File: src/design/five_port_io_pkg.sv
package five_port_io_pkg;

  typedef logic [4:0][7:0] port_bits_t;

  localparam logic [2:0] PORT_A = 3'h0;
  localparam logic [2:0] PORT_B = 3'h1;
  localparam logic [2:0] PORT_C = 3'h2;
  localparam logic [2:0] PORT_D = 3'h3;
  localparam logic [2:0] PORT_E = 3'h4;

  // register indices; the byte address is four times the index
  localparam logic [3:0] IDX_A_LATCH = 4'h0;
  localparam logic [3:0] IDX_B_LATCH = 4'h1;
  localparam logic [3:0] IDX_C_LATCH = 4'h2;
  localparam logic [3:0] IDX_D_LATCH = 4'h3;
  localparam logic [3:0] IDX_A_DIR = 4'h4;
  localparam logic [3:0] IDX_B_DIR = 4'h5;
  localparam logic [3:0] IDX_C_DIR = 4'h6;
  localparam logic [3:0] IDX_D_DIR = 4'h7;
  localparam logic [3:0] IDX_E_LATCH = 4'h8;
  localparam logic [3:0] IDX_E_DIR = 4'hc;
  localparam logic [3:0] IDX_A_PULL = 4'hd;
  localparam logic [3:0] IDX_C_PULL = 4'he;
  localparam logic [3:0] IDX_D_PULL = 4'hf;

  localparam int ADDR_IDX_LSB = 2;
  localparam int ADDR_IDX_MSB = 5;

  // implemented pins per port, element [4] is port E
  localparam port_bits_t PIN_MASK = {8'h3f, 8'hff, 8'h7f, 8'hff, 8'hff};
  localparam port_bits_t PULL_MASK = {8'h00, 8'hff, 8'h7f, 8'h00, 8'hff};
  localparam logic [7:0] C_LATCH_READ_ONES = 8'h80;
  localparam logic [7:0] DIR_RESET = 8'h00;
  localparam logic [7:0] PULL_RESET = 8'h00;
  localparam logic [31:0] RDATA_RESET = 32'h0000_0000;
  localparam logic [7:0] NUM_CHANNEL_PINS = 8'h08;

  typedef enum logic [1:0] {
    KIND_LATCH = 2'b00,
    KIND_DIR = 2'b01,
    KIND_PULL = 2'b10
  } reg_kind_e;

  typedef struct packed {
    logic hit;
    reg_kind_e kind;
    logic [2:0] port;
  } reg_sel_s;

  typedef struct packed {
    logic [7:0] keypad_irq_enable;
    logic [4:0] converter_channel_select;
    logic controller_area_enable;
    logic serial_periph_on;
    logic [3:0][1:0] timer_edge_level_select;
    logic async_serial_enable;
  } periph_ctrl_s;

  typedef struct packed {
    port_bits_t dir;
    port_bits_t pull;
    port_bits_t sync1;
    port_bits_t sync2;
    logic wr_pend;
    logic [3:0] wr_idx;
    logic rd_pend;
    logic [3:0] rd_idx;
    logic [31:0] rdata;
    logic first;
  } state_s;

endpackage

File: src/design/five_port_parallel_io.sv
// Implementation choice: the AHB-Lite interface to the registers.
`timescale 1ns/1ps
`default_nettype none

module five_port_parallel_io
(
  input wire logic hclk,
  input wire logic hresetn,
  input wire logic hsel,
  input wire logic [31:0] haddr,
  input wire logic [1:0] htrans,
  input wire logic hwrite,
  input wire logic [2:0] hsize,
  input wire logic [31:0] hwdata,
  input wire logic hready,
  output logic hreadyout,
  output logic hresp,
  output logic [31:0] hrdata,
  input wire five_port_io_pkg::periph_ctrl_s periph_ctrl,
  input wire five_port_io_pkg::port_bits_t periph_out,
  input wire five_port_io_pkg::port_bits_t periph_dir,
  input wire five_port_io_pkg::port_bits_t pad_in,
  output logic [4:0][7:0] pad_out,
  output logic [4:0][7:0] pad_oe_n,
  output logic [4:0][7:0] pad_pull_on,
  output logic [4:0][7:0] pad_level
);
  import five_port_io_pkg::*;

  state_s st_ff;
  state_s nxt_st;
  port_bits_t latch_ff;
  port_bits_t nxt_latch;
  port_bits_t own;
  port_bits_t eff_dir;
  reg_sel_s wsel;
  reg_sel_s rsel;
  logic ap_valid;
  logic addr_ok;
  logic [3:0] ap_idx;
  logic [3:0] timer_on;

  function automatic reg_sel_s decode_reg(input logic [3:0] idx);
    reg_sel_s s;
    s.hit = 1'b1;
    s.kind = KIND_LATCH;
    s.port = PORT_A;
    unique case (idx)
      IDX_A_LATCH: s.port = PORT_A;
      IDX_B_LATCH: s.port = PORT_B;
      IDX_C_LATCH: s.port = PORT_C;
      IDX_D_LATCH: s.port = PORT_D;
      IDX_E_LATCH: s.port = PORT_E;
      IDX_A_DIR:
      begin
        s.kind = KIND_DIR;
        s.port = PORT_A;
      end
      IDX_B_DIR:
      begin
        s.kind = KIND_DIR;
        s.port = PORT_B;
      end
      IDX_C_DIR:
      begin
        s.kind = KIND_DIR;
        s.port = PORT_C;
      end
      IDX_D_DIR:
      begin
        s.kind = KIND_DIR;
        s.port = PORT_D;
      end
      IDX_E_DIR:
      begin
        s.kind = KIND_DIR;
        s.port = PORT_E;
      end
      IDX_A_PULL:
      begin
        s.kind = KIND_PULL;
        s.port = PORT_A;
      end
      IDX_C_PULL:
      begin
        s.kind = KIND_PULL;
        s.port = PORT_C;
      end
      IDX_D_PULL:
      begin
        s.kind = KIND_PULL;
        s.port = PORT_D;
      end
      default: s.hit = 1'b0;
    endcase
    return s;
  endfunction

  // value a register read returns; unimplemented bits come from the masks, except port C latch bit 7, which reads as one
  function automatic logic [7:0] reg_value(input reg_sel_s s, input port_bits_t dir,
                                           input port_bits_t pull, input port_bits_t lat,
                                           input port_bits_t pins);
    logic [7:0] v;
    v = 8'h00;
    if (s.hit)
    begin
      unique case (s.kind)
        KIND_LATCH:
        begin
          v = ((lat[s.port] & dir[s.port]) | (pins[s.port] & ~dir[s.port])) & PIN_MASK[s.port];
          if (s.port == PORT_C)
            v = v | C_LATCH_READ_ONES;
        end
        KIND_DIR: v = dir[s.port] & PIN_MASK[s.port];
        KIND_PULL: v = pull[s.port] & PULL_MASK[s.port];
        default: v = 8'h00;
      endcase
    end
    return v;
  endfunction

  function automatic logic [7:0] channel_onehot(input logic [4:0] ch);
    logic [7:0] m;
    m = 8'h00;
    if ({3'h0, ch} < NUM_CHANNEL_PINS)
      m = 8'h01 << ch[2:0];
    return m;
  endfunction

  // every transfer is answered in one cycle, so the slave never stalls
  assign hreadyout = 1'b1;
  assign hresp = 1'b0;
  assign hrdata = st_ff.rdata;
  assign pad_level = st_ff.sync2;

  assign ap_valid = hsel && hready && htrans[1];
  assign addr_ok = (haddr[31:ADDR_IDX_MSB+1] == '0) && (haddr[1:0] == 2'b00);
  assign ap_idx = haddr[ADDR_IDX_MSB:ADDR_IDX_LSB];
  assign wsel = decode_reg(st_ff.wr_idx);
  assign rsel = decode_reg(ap_idx);

  always_comb
  begin
    nxt_st = st_ff;
    nxt_latch = latch_ff;
    nxt_st.first = 1'b0;
    nxt_st.sync1 = pad_in;
    nxt_st.sync2 = st_ff.sync1;
    if (st_ff.wr_pend && wsel.hit)
    begin
      unique case (wsel.kind)
        // latch takes the write whatever the direction
        KIND_LATCH: nxt_latch[wsel.port] = hwdata[7:0] & PIN_MASK[wsel.port];
        KIND_DIR: nxt_st.dir[wsel.port] = hwdata[7:0] & PIN_MASK[wsel.port];
        KIND_PULL: nxt_st.pull[wsel.port] = hwdata[7:0] & PULL_MASK[wsel.port];
        default: nxt_st.dir = st_ff.dir;
      endcase
    end
    nxt_st.wr_pend = ap_valid && hwrite && addr_ok;
    nxt_st.wr_idx = ap_idx;
    nxt_st.rd_pend = ap_valid && !hwrite;
    nxt_st.rd_idx = ap_idx;
    if (ap_valid && !hwrite)
    begin
      // read from post-write values so a read right behind a write sees it
      nxt_st.rdata = RDATA_RESET;
      if (addr_ok)
        nxt_st.rdata[7:0] = reg_value(rsel, nxt_st.dir, nxt_st.pull, nxt_latch, st_ff.sync2);
    end
  end

  always_ff @(posedge hclk or negedge hresetn)
  begin
    if (!hresetn)
    begin
      st_ff.dir <= {5{DIR_RESET}};
      st_ff.pull <= {5{PULL_RESET}};
      st_ff.sync1 <= '0;
      st_ff.sync2 <= '0;
      st_ff.wr_pend <= 1'b0;
      st_ff.wr_idx <= 4'h0;
      st_ff.rd_pend <= 1'b0;
      st_ff.rd_idx <= 4'h0;
      st_ff.rdata <= RDATA_RESET;
      st_ff.first <= 1'b1;
    end
    else
      st_ff <= nxt_st;
  end

  // no reset here: the latches hold their value through it
  always_ff @(posedge hclk)
  begin
    latch_ff <= nxt_latch;
  end

  // pin ownership by the sharing peripherals
  genvar t;
  generate
    for (t = 0; t < 4; t++)
    begin : g_timer
      assign timer_on[t] = |periph_ctrl.timer_edge_level_select[t];
    end
  endgenerate

  assign own[PORT_A] = periph_ctrl.keypad_irq_enable;
  assign own[PORT_B] = channel_onehot(periph_ctrl.converter_channel_select);
  assign own[PORT_C] = {6'h00, {2{periph_ctrl.controller_area_enable}}};
  assign own[PORT_D] = {timer_on, {4{periph_ctrl.serial_periph_on}}};
  assign own[PORT_E] = {6'h00, {2{periph_ctrl.async_serial_enable}}};

  genvar p;
  generate
    for (p = 0; p < 5; p++)
    begin : g_port
      assign eff_dir[p] = ((own[p] & periph_dir[p]) | (~own[p] & st_ff.dir[p])) & PIN_MASK[p];
      assign pad_oe_n[p] = ~eff_dir[p];
      assign pad_out[p] = ((own[p] & periph_out[p]) | (~own[p] & st_ff.dir[p] & latch_ff[p]))
                          & PIN_MASK[p];
      assign pad_pull_on[p] = st_ff.pull[p] & ~eff_dir[p] & PULL_MASK[p];
    end
  endgenerate
endmodule // five_port_parallel_io

`default_nettype wire

File: config.mk
export PLATFORM = sky130hd
export DESIGN_NAME = five_port_parallel_io
export DESIGN_NICKNAME = d
export VERILOG_FILES = /design/src/design/five_port_io_pkg.sv /design/src/design/five_port_parallel_io.sv
export SDC_FILE = /design/constraint.sdc
export NUM_CORES = 1
export LEC_CHECK = 0
export BUFFER_PORTS_ARGS = -buffer_cell sky130_fd_sc_hd__buf_2
export CAP_MARGIN = 30
export CORE_UTILIZATION = 40
export CTS_BUF_LIST = sky130_fd_sc_hd__clkbuf_8
export DETAILED_ROUTE_END_ITERATION = 7
export GPL_TIMING_DRIVEN = 0
export HOLD_SLACK_MARGIN = 0.12
export PLACE_DENSITY = 0.72
export SYNTH_ARGS = -nofsm -noshare
export SYNTH_HDL_FRONTEND = slang
export SYNTH_SLANG_ARGS = --single-unit
File: constraint.sdc
create_clock -name hclk -period 4.8 [get_ports hclk]
set_input_delay 0 -clock hclk [delete_from_list [all_inputs] [get_ports hclk]]
set_output_delay 0 -clock hclk [all_outputs]
set_load 0.01 [all_outputs]
==> results of run 1 <==
==> layer usage <==
metal | up-vias | routed length, um
met5 | - | 0
met1 | 4199 | 13000
met4 | 0 | 522
li1 | 4157 | -
met2 | 372 | 15700
met3 | 37 | 2030
==> sequential cells by signal, summed over array words and instances (netlist names) <==
signal and flops:
hrdata 8, latch_ff 38, nxt_st 40, pad_level 40
st_ff 74
==> cell families (layout without fill, tap and decap cells) <==
group / Yosys count / after routing / synth area share (%)
other: 2 / 49 / 0.0756
AND/OR/NAND/NOR: 279 / 279 / 14.0
XOR/XNOR: 3 / 3 / 0.265
flip-flops: 200 / 200 / 48.5
AO/OA/AOI/OAI: 182 / 182 / 12.5
multiplexers: 125 / 125 / 13.6
adder cells (fa/ha/maj): 5 / 5 / 0.630
buffers and inverters: 172 / 587 / 10.4
==> worst max-delay path, stage by stage <==
cell and delay (ps):
dlygate4sd3_1 530, buf_2 110, nor4_1 180, dlygate4sd3_1 590, nand3_1 60, dlygate4sd3_1 560, nor2_1 190, nand2_1 300
nor3_1 610, o21ai_0 240, o211ai_2 110
==> through the flow <==
step | hold WS [ps] | instance area, um^2
after global placement | 108 | 12100
after floorplan | -296 | 10100
after CTS | 120 | 13200
final | 139 | 13200
after global routing | 126 | 13200
after detailed placement | 12.9 | 12100
==> repair_timing <==
action                    CTS  global route
buffers inserted            0             0
hold buffers               71             1
hold endpoints to repair  253             1
gates resized for setup     0             0
==> power breakdown <==
group | internal [mW] | switching [mW] | total, mW
logic | 0.271 | 0.298 | 0.569
registers | 1.73 | 0.0360 | 1.77
clock network | 0.390 | 0.683 | 1.07
total | 2.40 | 1.02 | 3.41
==> cell usage after synthesis (4+ instances only) <==
cell,instances,area (um^2)
dfrtp_1,162,4050
nand2_1,113,424
buf_4,98,736
mux2_2,73,822
o21ai_0,61,305
mux2i_1,51,510
dfxtp_1,38,761
nor2_1,35,131
and2_1,32,200
clkbuf_1,32,120
nand3_1,29,145
inv_1,23,86.3
a21oi_1,22,110
and3_1,19,119
nor2b_1,15,93.8
a211o_1,12,105
a211oi_1,12,90.1
a21o_1,12,90.1
a32oi_1,12,105
buf_2,11,55.1
o211ai_1,8,60.1
nor3b_1,7,52.6
nor4_1,7,43.8
a2bb2oi_1,6,52.6
buf_1,6,22.5
o2111a_1,6,67.6
o2bb2ai_1,6,52.6
ha_1,5,62.6
nor3_1,4,20.0
==> cell type report <==
cell class              instances  area (um^2)
inverters                      24         90.1
plain buffers                 148          945
multi-input cells             643         4260
flip-flops and latches        200         4810
clock inverters                15          160
clock buffers                  17          234
fillers                      2167        11100
well taps                     324          405
repair buffers                383         2320
==> worst paths after layout <==
| kind | endpoint | slack [ps] | cells past startpoint |
|---|---|---|---|
| min in group asynchronous | pad_level[39]$_DFF_PN0_ | 620 | 4 |
| max in group asynchronous | st_ff[198]$_DFF_PN0_ | 3690 | 4 |
| max reg2reg | hrdata[7]$_DFFE_PN0P_ | 1810 | 10 |
| max | hrdata[5]$_DFFE_PN0P_ | 1730 | 11 |
| min | nxt_st[81]$_DFF_PN0_ | 140 | 2 |
| min reg2reg | pad_level[36]$_DFF_PN0_ | 350 | 0 |
==> results.json, run 1 <==
{
  "maxSlewHeadroom_pct": 41.4,
  "io_pins": 412,
  "fp.dieW_um": 160,
  "io_buffers": 310,
  "drive_above_1_share_pct": 37.8,
  "fin_cells": 1754,
  "setup_ws_ps": 1730,
  "layout_common_cells": "320 x buf_2, 162 x dfrtp_1, 113 x nand2_1",
  "finalHoldViolations": 0,
  "pre_cts_ws_ps": 1940,
  "cts_root_buffer": "clkbuf_8",
  "power_density_nw_per_um2": 258,
  "clock-sinks": 200,
  "holdCritStartpoint": "pad_in[38]",
  "drt-total-wl_mm": 31.2,
  "finalSetupViolCount": 0,
  "final_nets": 1640,
  "coreArea_um2": 24300,
  "r2r_start": "st_ff[39]$_DFF_PN0_",
  "start_util_pct": 40.8,
  "max-vdd-ir-drop_uv": 210,
  "crit_arrival_ps": 3480,
  "globalRoute.busiestLayer": "met2",
  "drt_iter0_markers": 435,
  "met3_usage_pct": 5.03,
  "antenna_found_initial": 0,
  "async_flop_share_pct": 81.0,
  "die_area_um2": 25500,
  "critPathMaxFanout": 10,
  "dp.cells": 1650,
  "synth_cell_type_count": 66,
  "dr_total_vias": 8765,
  "syn2layout_area_growth_pct": 33.2,
  "grt_util_met1_pct": 31.0,
  "place.gp.congestion": 0.898,
  "worst_pin_slew_ps": 878,
  "crit_type": "primary input to flip-flop",
  "cts_buffers": 17,
  "seq_area_frac_synth_pct": 48.5,
  "finClkSkew_ps": 17.1,
  "leakage_nw": 6.73,
  "startpoint_type": "primary input",
  "synth_area_um2": 9930,
  "status": "finished, final reports clean",
  "grt_pass1_vias": 8680,
  "grt_setup_unrepaired": "false",
  "final.setup.tns_ps": 0,
  "overflow": 0,
  "rows": 57,
  "endpoint_kind": "flip-flop",
  "avgSynthCellArea_um2": 10.3,
  "max_freq_mhz": 326,
  "met2_usage_pct": 42.8,
  "drt_pass1_iterations": 5,
  "drc": 0,
  "clk_latency_ps": 490,
  "fin_crit_sh_pct": 63.9,
  "layout_commonest_cell": "buf_2",
  "grt_usage_pct": 24.6,
  "vias_per_cell": 5.00,
  "max_cap_violations": 0,
  "dpl.hpwl_mm": 23.5,
  "fin_util_pct": 54.4,
  "grt_first_pass_wirelength_mm": 48.1,
  "clkTransAtPathRegs_ps": 110,
  "grt_max_degree": 100,
  "synth_flop_cell": "dfrtp_1",
  "num_antenna_cells": 0,
  "ys_ff_latch": 200,
  "total_power_mw": 3.41,
  "cts_tree": "built",
  "fin_crit_ps": 3070,
  "die_y_um": 160,
  "finalMaxSlewViolations": 0,
  "cp.required_ps": 5210,
  "synth_warnings": 0,
  "clockBufferDepth": 2,
  "synthCells": 968,
  "synth_edf_count": 0,
  "ant_nets": 0,
  "wl_per_cell_um": 17.8,
  "htree_levels": 4,
  "hp-class": "primary input to flip-flop",
  "startpoint": "haddr[1]"
}
(Power assumes the default switching activity.)
==> run 2, diff against run 1 <==
clock period = 3 ns   (was 4.8 ns; I/O delays follow)
==> results.json, run 2 (same netlist as run 1, synthesis figures left out) <==
{
  "hold_ws_ps": 141,
  "total_power_mw": 5.46,
  "fin_crit_sh_pct": 94.7,
  "syn2layout_area_growth_pct": 33.4,
  "r2r-end": "hrdata[0]$_DFFE_PN0P_",
  "wl_per_cell_um": 17.9,
  "pre_cts_ws_ps": 139,
  "drive_above_1_share_pct": 38.1,
  "fin_crit_ps": 2840,
  "p_switching_mw": 1.63,
  "rrSetupSlack_ps": 160,
  "cp.required_ps": 3400,
  "drt-total-wl_mm": 31.3,
  "final_nets": 1640,
  "hp-class": "primary input to flip-flop",
  "coreArea_um2": 24300,
  "cts_root_buffer": "clkbuf_8",
  "crit_type": "flip-flop to flip-flop",
  "dr_total_vias": 8767,
  "finalHoldViolations": 0,
  "max_freq_mhz": 352,
  "sw_frac_of_total_pct": 29.8,
  "setup_ws_ps": 159,
  "die_y_um": 160,
  "dpl.hpwl_mm": 23.5,
  "final_area_um2": 13200,
  "max-vdd-ir-drop_uv": 336,
  "htree_levels": 4,
  "drc": 0,
  "drt_pass1_iterations": 5,
  "status": "finished, final reports clean",
  "overflow": 0,
  "power.share.clock_pct": 31.4,
  "post_dp_cell_area_um2": 12100,
  "r2r_cells": 8,
  "clock-sinks": 200,
  "startpoint_type": "flip-flop",
  "drt_iter0_markers": 446,
  "clockBufferDepth": 2,
  "min_path_cells": 2,
  "start_util_pct": 40.8,
  "holdCritStartpoint": "pad_in[38]",
  "grt_pass1_vias": 8680,
  "grt_usage_pct": 24.6,
  "cts_tree": "built",
  "finalSetupViolCount": 0,
  "n_fill_cell": 2166,
  "num_antenna_cells": 0,
  "p_seq_share_pct": 51.8,
  "fp.dieW_um": 160,
  "finalMaxSlewViolations": 0,
  "top_register": "st_ff",
  "leakage_nw": 6.74,
  "clkTransAtPathRegs_ps": 110,
  "critPathMaxFanout": 10,
  "io_buffers": 310,
  "grt_first_pass_wirelength_mm": 48.0,
  "clk_latency_ps": 490,
  "antenna_found_initial": 0,
  "endpoint_kind": "flip-flop",
  "grt_max_degree": 100,
  "ant_nets": 0,
  "worst_pin_slew_ps": 878,
  "rows": 57,
  "place.gp.congestion": 0.898,
  "vias_per_cell": 5.00,
  "cp_slowest_cell": "dfrtp_1",
  "maxSlewHeadroom_pct": 41.4,
  "layout_common_cells": "319 x buf_2, 162 x dfrtp_1, 113 x nand2_1",
  "regArea_um2": 4810,
  "cts_buffers": 17,
  "crit_arrival_ps": 3240,
  "multi_input_area_um2": 4270,
  "max_cap_violations": 0,
  "max_stage_delay_ps": 430,
  "largest_reg_flops": 74,
  "die_area_um2": 25500,
  "layout_commonest_cell": "buf_2",
  "crit_chain": "buf_1 -> nor2_2 -> nand2_1 -> mux2i_2 -> a2bb2oi_1 -> a211oi_1 -> mux2_2 -> o211ai_1",
  "power_density_nw_per_um2": 413,
  "r2r_start": "st_ff[39]$_DFF_PN0_",
  "finClkSkew_ps": 17.6,
  "p_int_mw": 3.83,
  "io_pins": 412,
  "power_frac_comb_pct": 16.7,
  "hold_end": "nxt_st[81]$_DFF_PN0_"
}
[run 2: cell types whose count changed in the layout (fill, tap and decap cells not counted), sizes merged]
cell | previous run | this run
clkbuf | 49 | 50
dlygate4sd3 | 71 | 70
[run 2: cell type report]
cell class,instances,area share [%]
Sequential cell,200,36.4
Tap cell,324,3.06
Timing Repair Buffer,383,17.5
Inverter,24,0.680
Buffer,148,7.15
Clock inverter,15,1.21
Clock buffer,17,1.77
Multi-Input combinational cell,643,32.2
[run 2: per-stage QoR]
step	std cells	utilization (%)	TNS, ps
2_1_floorplan	1015	-	0
3_3_place_gp	1649	49.6	-68240
3_5_place_dp	1650	49.7	0
4_1_cts	1752	54.3	0
5_1_grt	1754	54.4	-1.87
6_report	1754	54.4	0
[run 2: worst max path at each step]
| stage | from | end | slack [ps] | cells past startpoint |
|---|---|---|---|---|
| after floorplan | st_ff[39]$_DFF_PN0_ | hrdata[7]$_DFFE_PN0P_ | 760 | 11 |
| after global placement | hresetn | st_ff[177]$_DFF_PN0_ | -440 | 1 |
| after detailed placement | haddr[3] | hrdata[5]$_DFFE_PN0P_ | 140 | 10 |
| after CTS | haddr[3] | hrdata[5]$_DFFE_PN0P_ | 100 | 11 |
| after global routing | st_ff[39]$_DFF_PN0_ | hrdata[7]$_DFFE_PN0P_ | -2 | 11 |
| final | st_ff[39]$_DFF_PN0_ | hrdata[0]$_DFFE_PN0P_ | 160 | 8 |
[run 2: what timing repair did]
item                       CTS  global route
hold buffers                70             1
hold endpoints to repair   253             1
gates resized for setup      0             4
setup endpoints to repair    0             7
setup buffers                0             1
[run 2: routing by layer]
layer / track usage (%) / vias to the layer above / share of wire, %
li1: - / 4157 / -
met1: 31.0 / 4209 / 42
met2: 42.8 / 364 / 50
met3: 5.03 / 37 / 6.3
met4: 6.34 / 0 / 1.7
met5: 0 / - / 0
[run 2: critical path: cells and delay by family, from the launching register on]
family          cells  cell delay, ps
buf+inv             1             260
simple gates        2             640
mux                 2             780
compound gates      3             640
flops               1             430
[run 2: power groups by stage]
stage                     registers (mW)  logic, mW  clock network, mW
after CTS                           2.83      0.902               1.75
after global placement              2.88      0.811                  0
after floorplan                     2.86      0.465                  0
after global routing                2.84      0.991               1.87
after detailed placement            2.89      0.827                  0
final                               2.83      0.914               1.72
==> run 3, diff against run 2 <==
BUFFER_PORTS_ARGS = -buffer_cell sky130_fd_sc_hd__buf_4   (was -buffer_cell sky130_fd_sc_hd__buf_2)
==> results.json, run 3 (same netlist as run 1, synthesis figures left out) <==
{
  "status": "finished, final reports clean",
  "finClkSkew_ps": 19.2,
  "final_nets": 1631,
  "hp-class": "primary input to flip-flop",
  "sw_frac_of_total_pct": 29.2,
  "fin_crit_ps": 2920,
  "drt_pass1_iterations": 5,
  "overflow": 0,
  "drc": 0,
  "cts_buffers": 17,
  "largest_reg_flops": 74,
  "start_util_pct": 40.8,
  "max_freq_mhz": 342,
  "finalHoldViolations": 0,
  "cp.buffers_inverters": 3,
  "post_cts.repair.setup_buffers": 0,
  "num_antenna_cells": 0,
  "clock-sinks": 200,
  "p_int_mw": 3.93,
  "antenna_found_initial": 1,
  "power_density_nw_per_um2": 398,
  "syn2layout_area_growth_pct": 40.3,
  "clkTransAtPathRegs_ps": 110,
  "max_stage_delay_ps": 380,
  "met2_usage_pct": 42.7,
  "drt_iter0_markers": 572,
  "finalSetupViolCount": 0,
  "power.share.clock_pct": 30.6,
  "die_area_um2": 25500,
  "layout_common_cells": "407 x buf_4, 162 x dfrtp_1, 113 x nand2_1",
  "cp_slowest_cell": "dfrtp_1",
  "max-vdd-ir-drop_uv": 362,
  "place.gp.congestion": 0.888,
  "cts_tree": "built",
  "crit_path_frequent_cell": "buf_2",
  "layout_commonest_cell": "buf_4",
  "fin_crit_sh_pct": 97.4,
  "clockBufferDepth": 2,
  "coreArea_um2": 24300,
  "cp.required_ps": 3380,
  "grt_util_met1_pct": 31.5,
  "ant_nets": 0,
  "grt_max_degree": 83,
  "grt_pass1_vias": 8759,
  "cts_root_buffer": "clkbuf_8",
  "critPathMaxFanout": 10,
  "drive_above_1_share_pct": 38.4,
  "leakage_nw": 6.92,
  "critPathTopFamily": "compound AO/OA/AOI/OAI gates",
  "max_cap_violations": 0,
  "top_register": "st_ff",
  "n_fill_cell": 2151,
  "htree_levels": 4,
  "wl_per_cell_um": 18.3,
  "grt_usage_pct": 25.1,
  "crit_chain": "buf_4 -> nor3b_4 -> buf_2 -> nand2_1 -> buf_2 -> a21oi_1 -> o221ai_1 -> o41ai_1 -> o21ai_0 -> a221o_1",
  "dp.cells": 1650,
  "worst_pin_slew_ps": 906,
  "endpoint_kind": "flip-flop",
  "finalMaxSlewViolations": 0,
  "rows": 57,
  "io_buffers": 310,
  "clk_latency_ps": 490,
  "fp.dieW_um": 160,
  "maxSlewHeadroom_pct": 39.4,
  "p_seq_share_pct": 51.0,
  "dr_total_vias": 8753,
  "startpoint_type": "flip-flop",
  "fin_cells": 1745,
  "crit_arrival_ps": 3300,
  "crit_type": "flip-flop to flip-flop",
  "vias_per_cell": 5.02,
  "met3_usage_pct": 5.50,
  "final.setup.tns_ps": 0,
  "drt-total-wl_mm": 31.9,
  "p_switching_mw": 1.62,
  "die_y_um": 160,
  "power_frac_comb_pct": 18.4,
  "grt_first_pass_wirelength_mm": 49.0,
  "globalRoute.busiestLayer": "met2",
  "dpl.hpwl_mm": 24.1,
  "io_pins": 412
}
-- run 3: cell types whose count changed in the layout (fill, tap and decap cells not counted), moves of 2 or more --
cell and change:
dlygate4sd3_1 -8, clkinv_4 +3, inv_6 -2, buf_4 +308, buf_2 -308
-- run 3: routing by layer --
layer | vias to the layer above | share of wire [%]
met1 | 4191 | 41
met3 | 54 | 7.3
met2 | 380 | 50
li1 | 4128 | -
met4 | 0 | 2.5
met5 | - | 0
-- run 3: path summary, 6_finish.rpt --
kind,from,to,slack [ps],cells after the start
hold / removal,pad_in[26],nxt_st[69]$_DFF_PN0_,140,2
min in group asynchronous,hresetn,pad_level[17]$_DFF_PN0_,630,4
max in group asynchronous,hresetn,st_ff[178]$_DFF_PN0_,2000,4
hold reg to reg,nxt_st[51]$_DFF_PN0_,pad_level[8]$_DFF_PN0_,360,0
setup / recovery,st_ff[40]$_DFF_PN0_,hrdata[7]$_DFFE_PN0P_,80,10
setup reg to reg,st_ff[40]$_DFF_PN0_,hrdata[7]$_DFFE_PN0P_,80,10
-- run 3: power by group through the flow --
stage	logic [mW]	clock network [mW]	registers (mW)
3_3_place_gp	0.921	0	2.88
4_1_cts	1.01	1.72	2.83
5_1_grt	1.10	1.83	2.84
3_5_place_dp	0.937	0	2.89
2_1_floorplan	0.465	0	2.86
6_report	1.02	1.70	2.83
-- run 3: area by class of cell --
type                    count  area, um^2  area share (%)
clock buffers              17         234            1.68
well taps                 324         405            2.91
clock inverters            15         156            1.12
plain buffers             148         946            6.79
inverters                  24        90.1           0.647
repair buffers            374        3010            21.6
multi-input cells         643        4270            30.7
flip-flops and latches    200        4810            34.6
-- run 3: repair_timing --
action,in CTS,in global routing
setup endpoints to repair,0,7
endpoints found under the hold margin,253,2
gates resized for setup,0,5
hold buffers,61,2
-- run 3: through the flow --
stage | worst slack [ps] | area [um^2] | util, % | total power, mW | hold WS [ps]
after floorplan | 756 | 10100 | - | 3.33 | -296
after global placement | 131 | 12800 | 52.8 | 3.80 | 109
after detailed placement | 105 | 12900 | 52.9 | 3.82 | 17.4
after CTS | 70.3 | 13900 | 57.1 | 5.56 | 121
after global routing | -8.22 | 13900 | 57.3 | 5.78 | 121
final | 77.6 | 13900 | 57.3 | 5.55 | 145
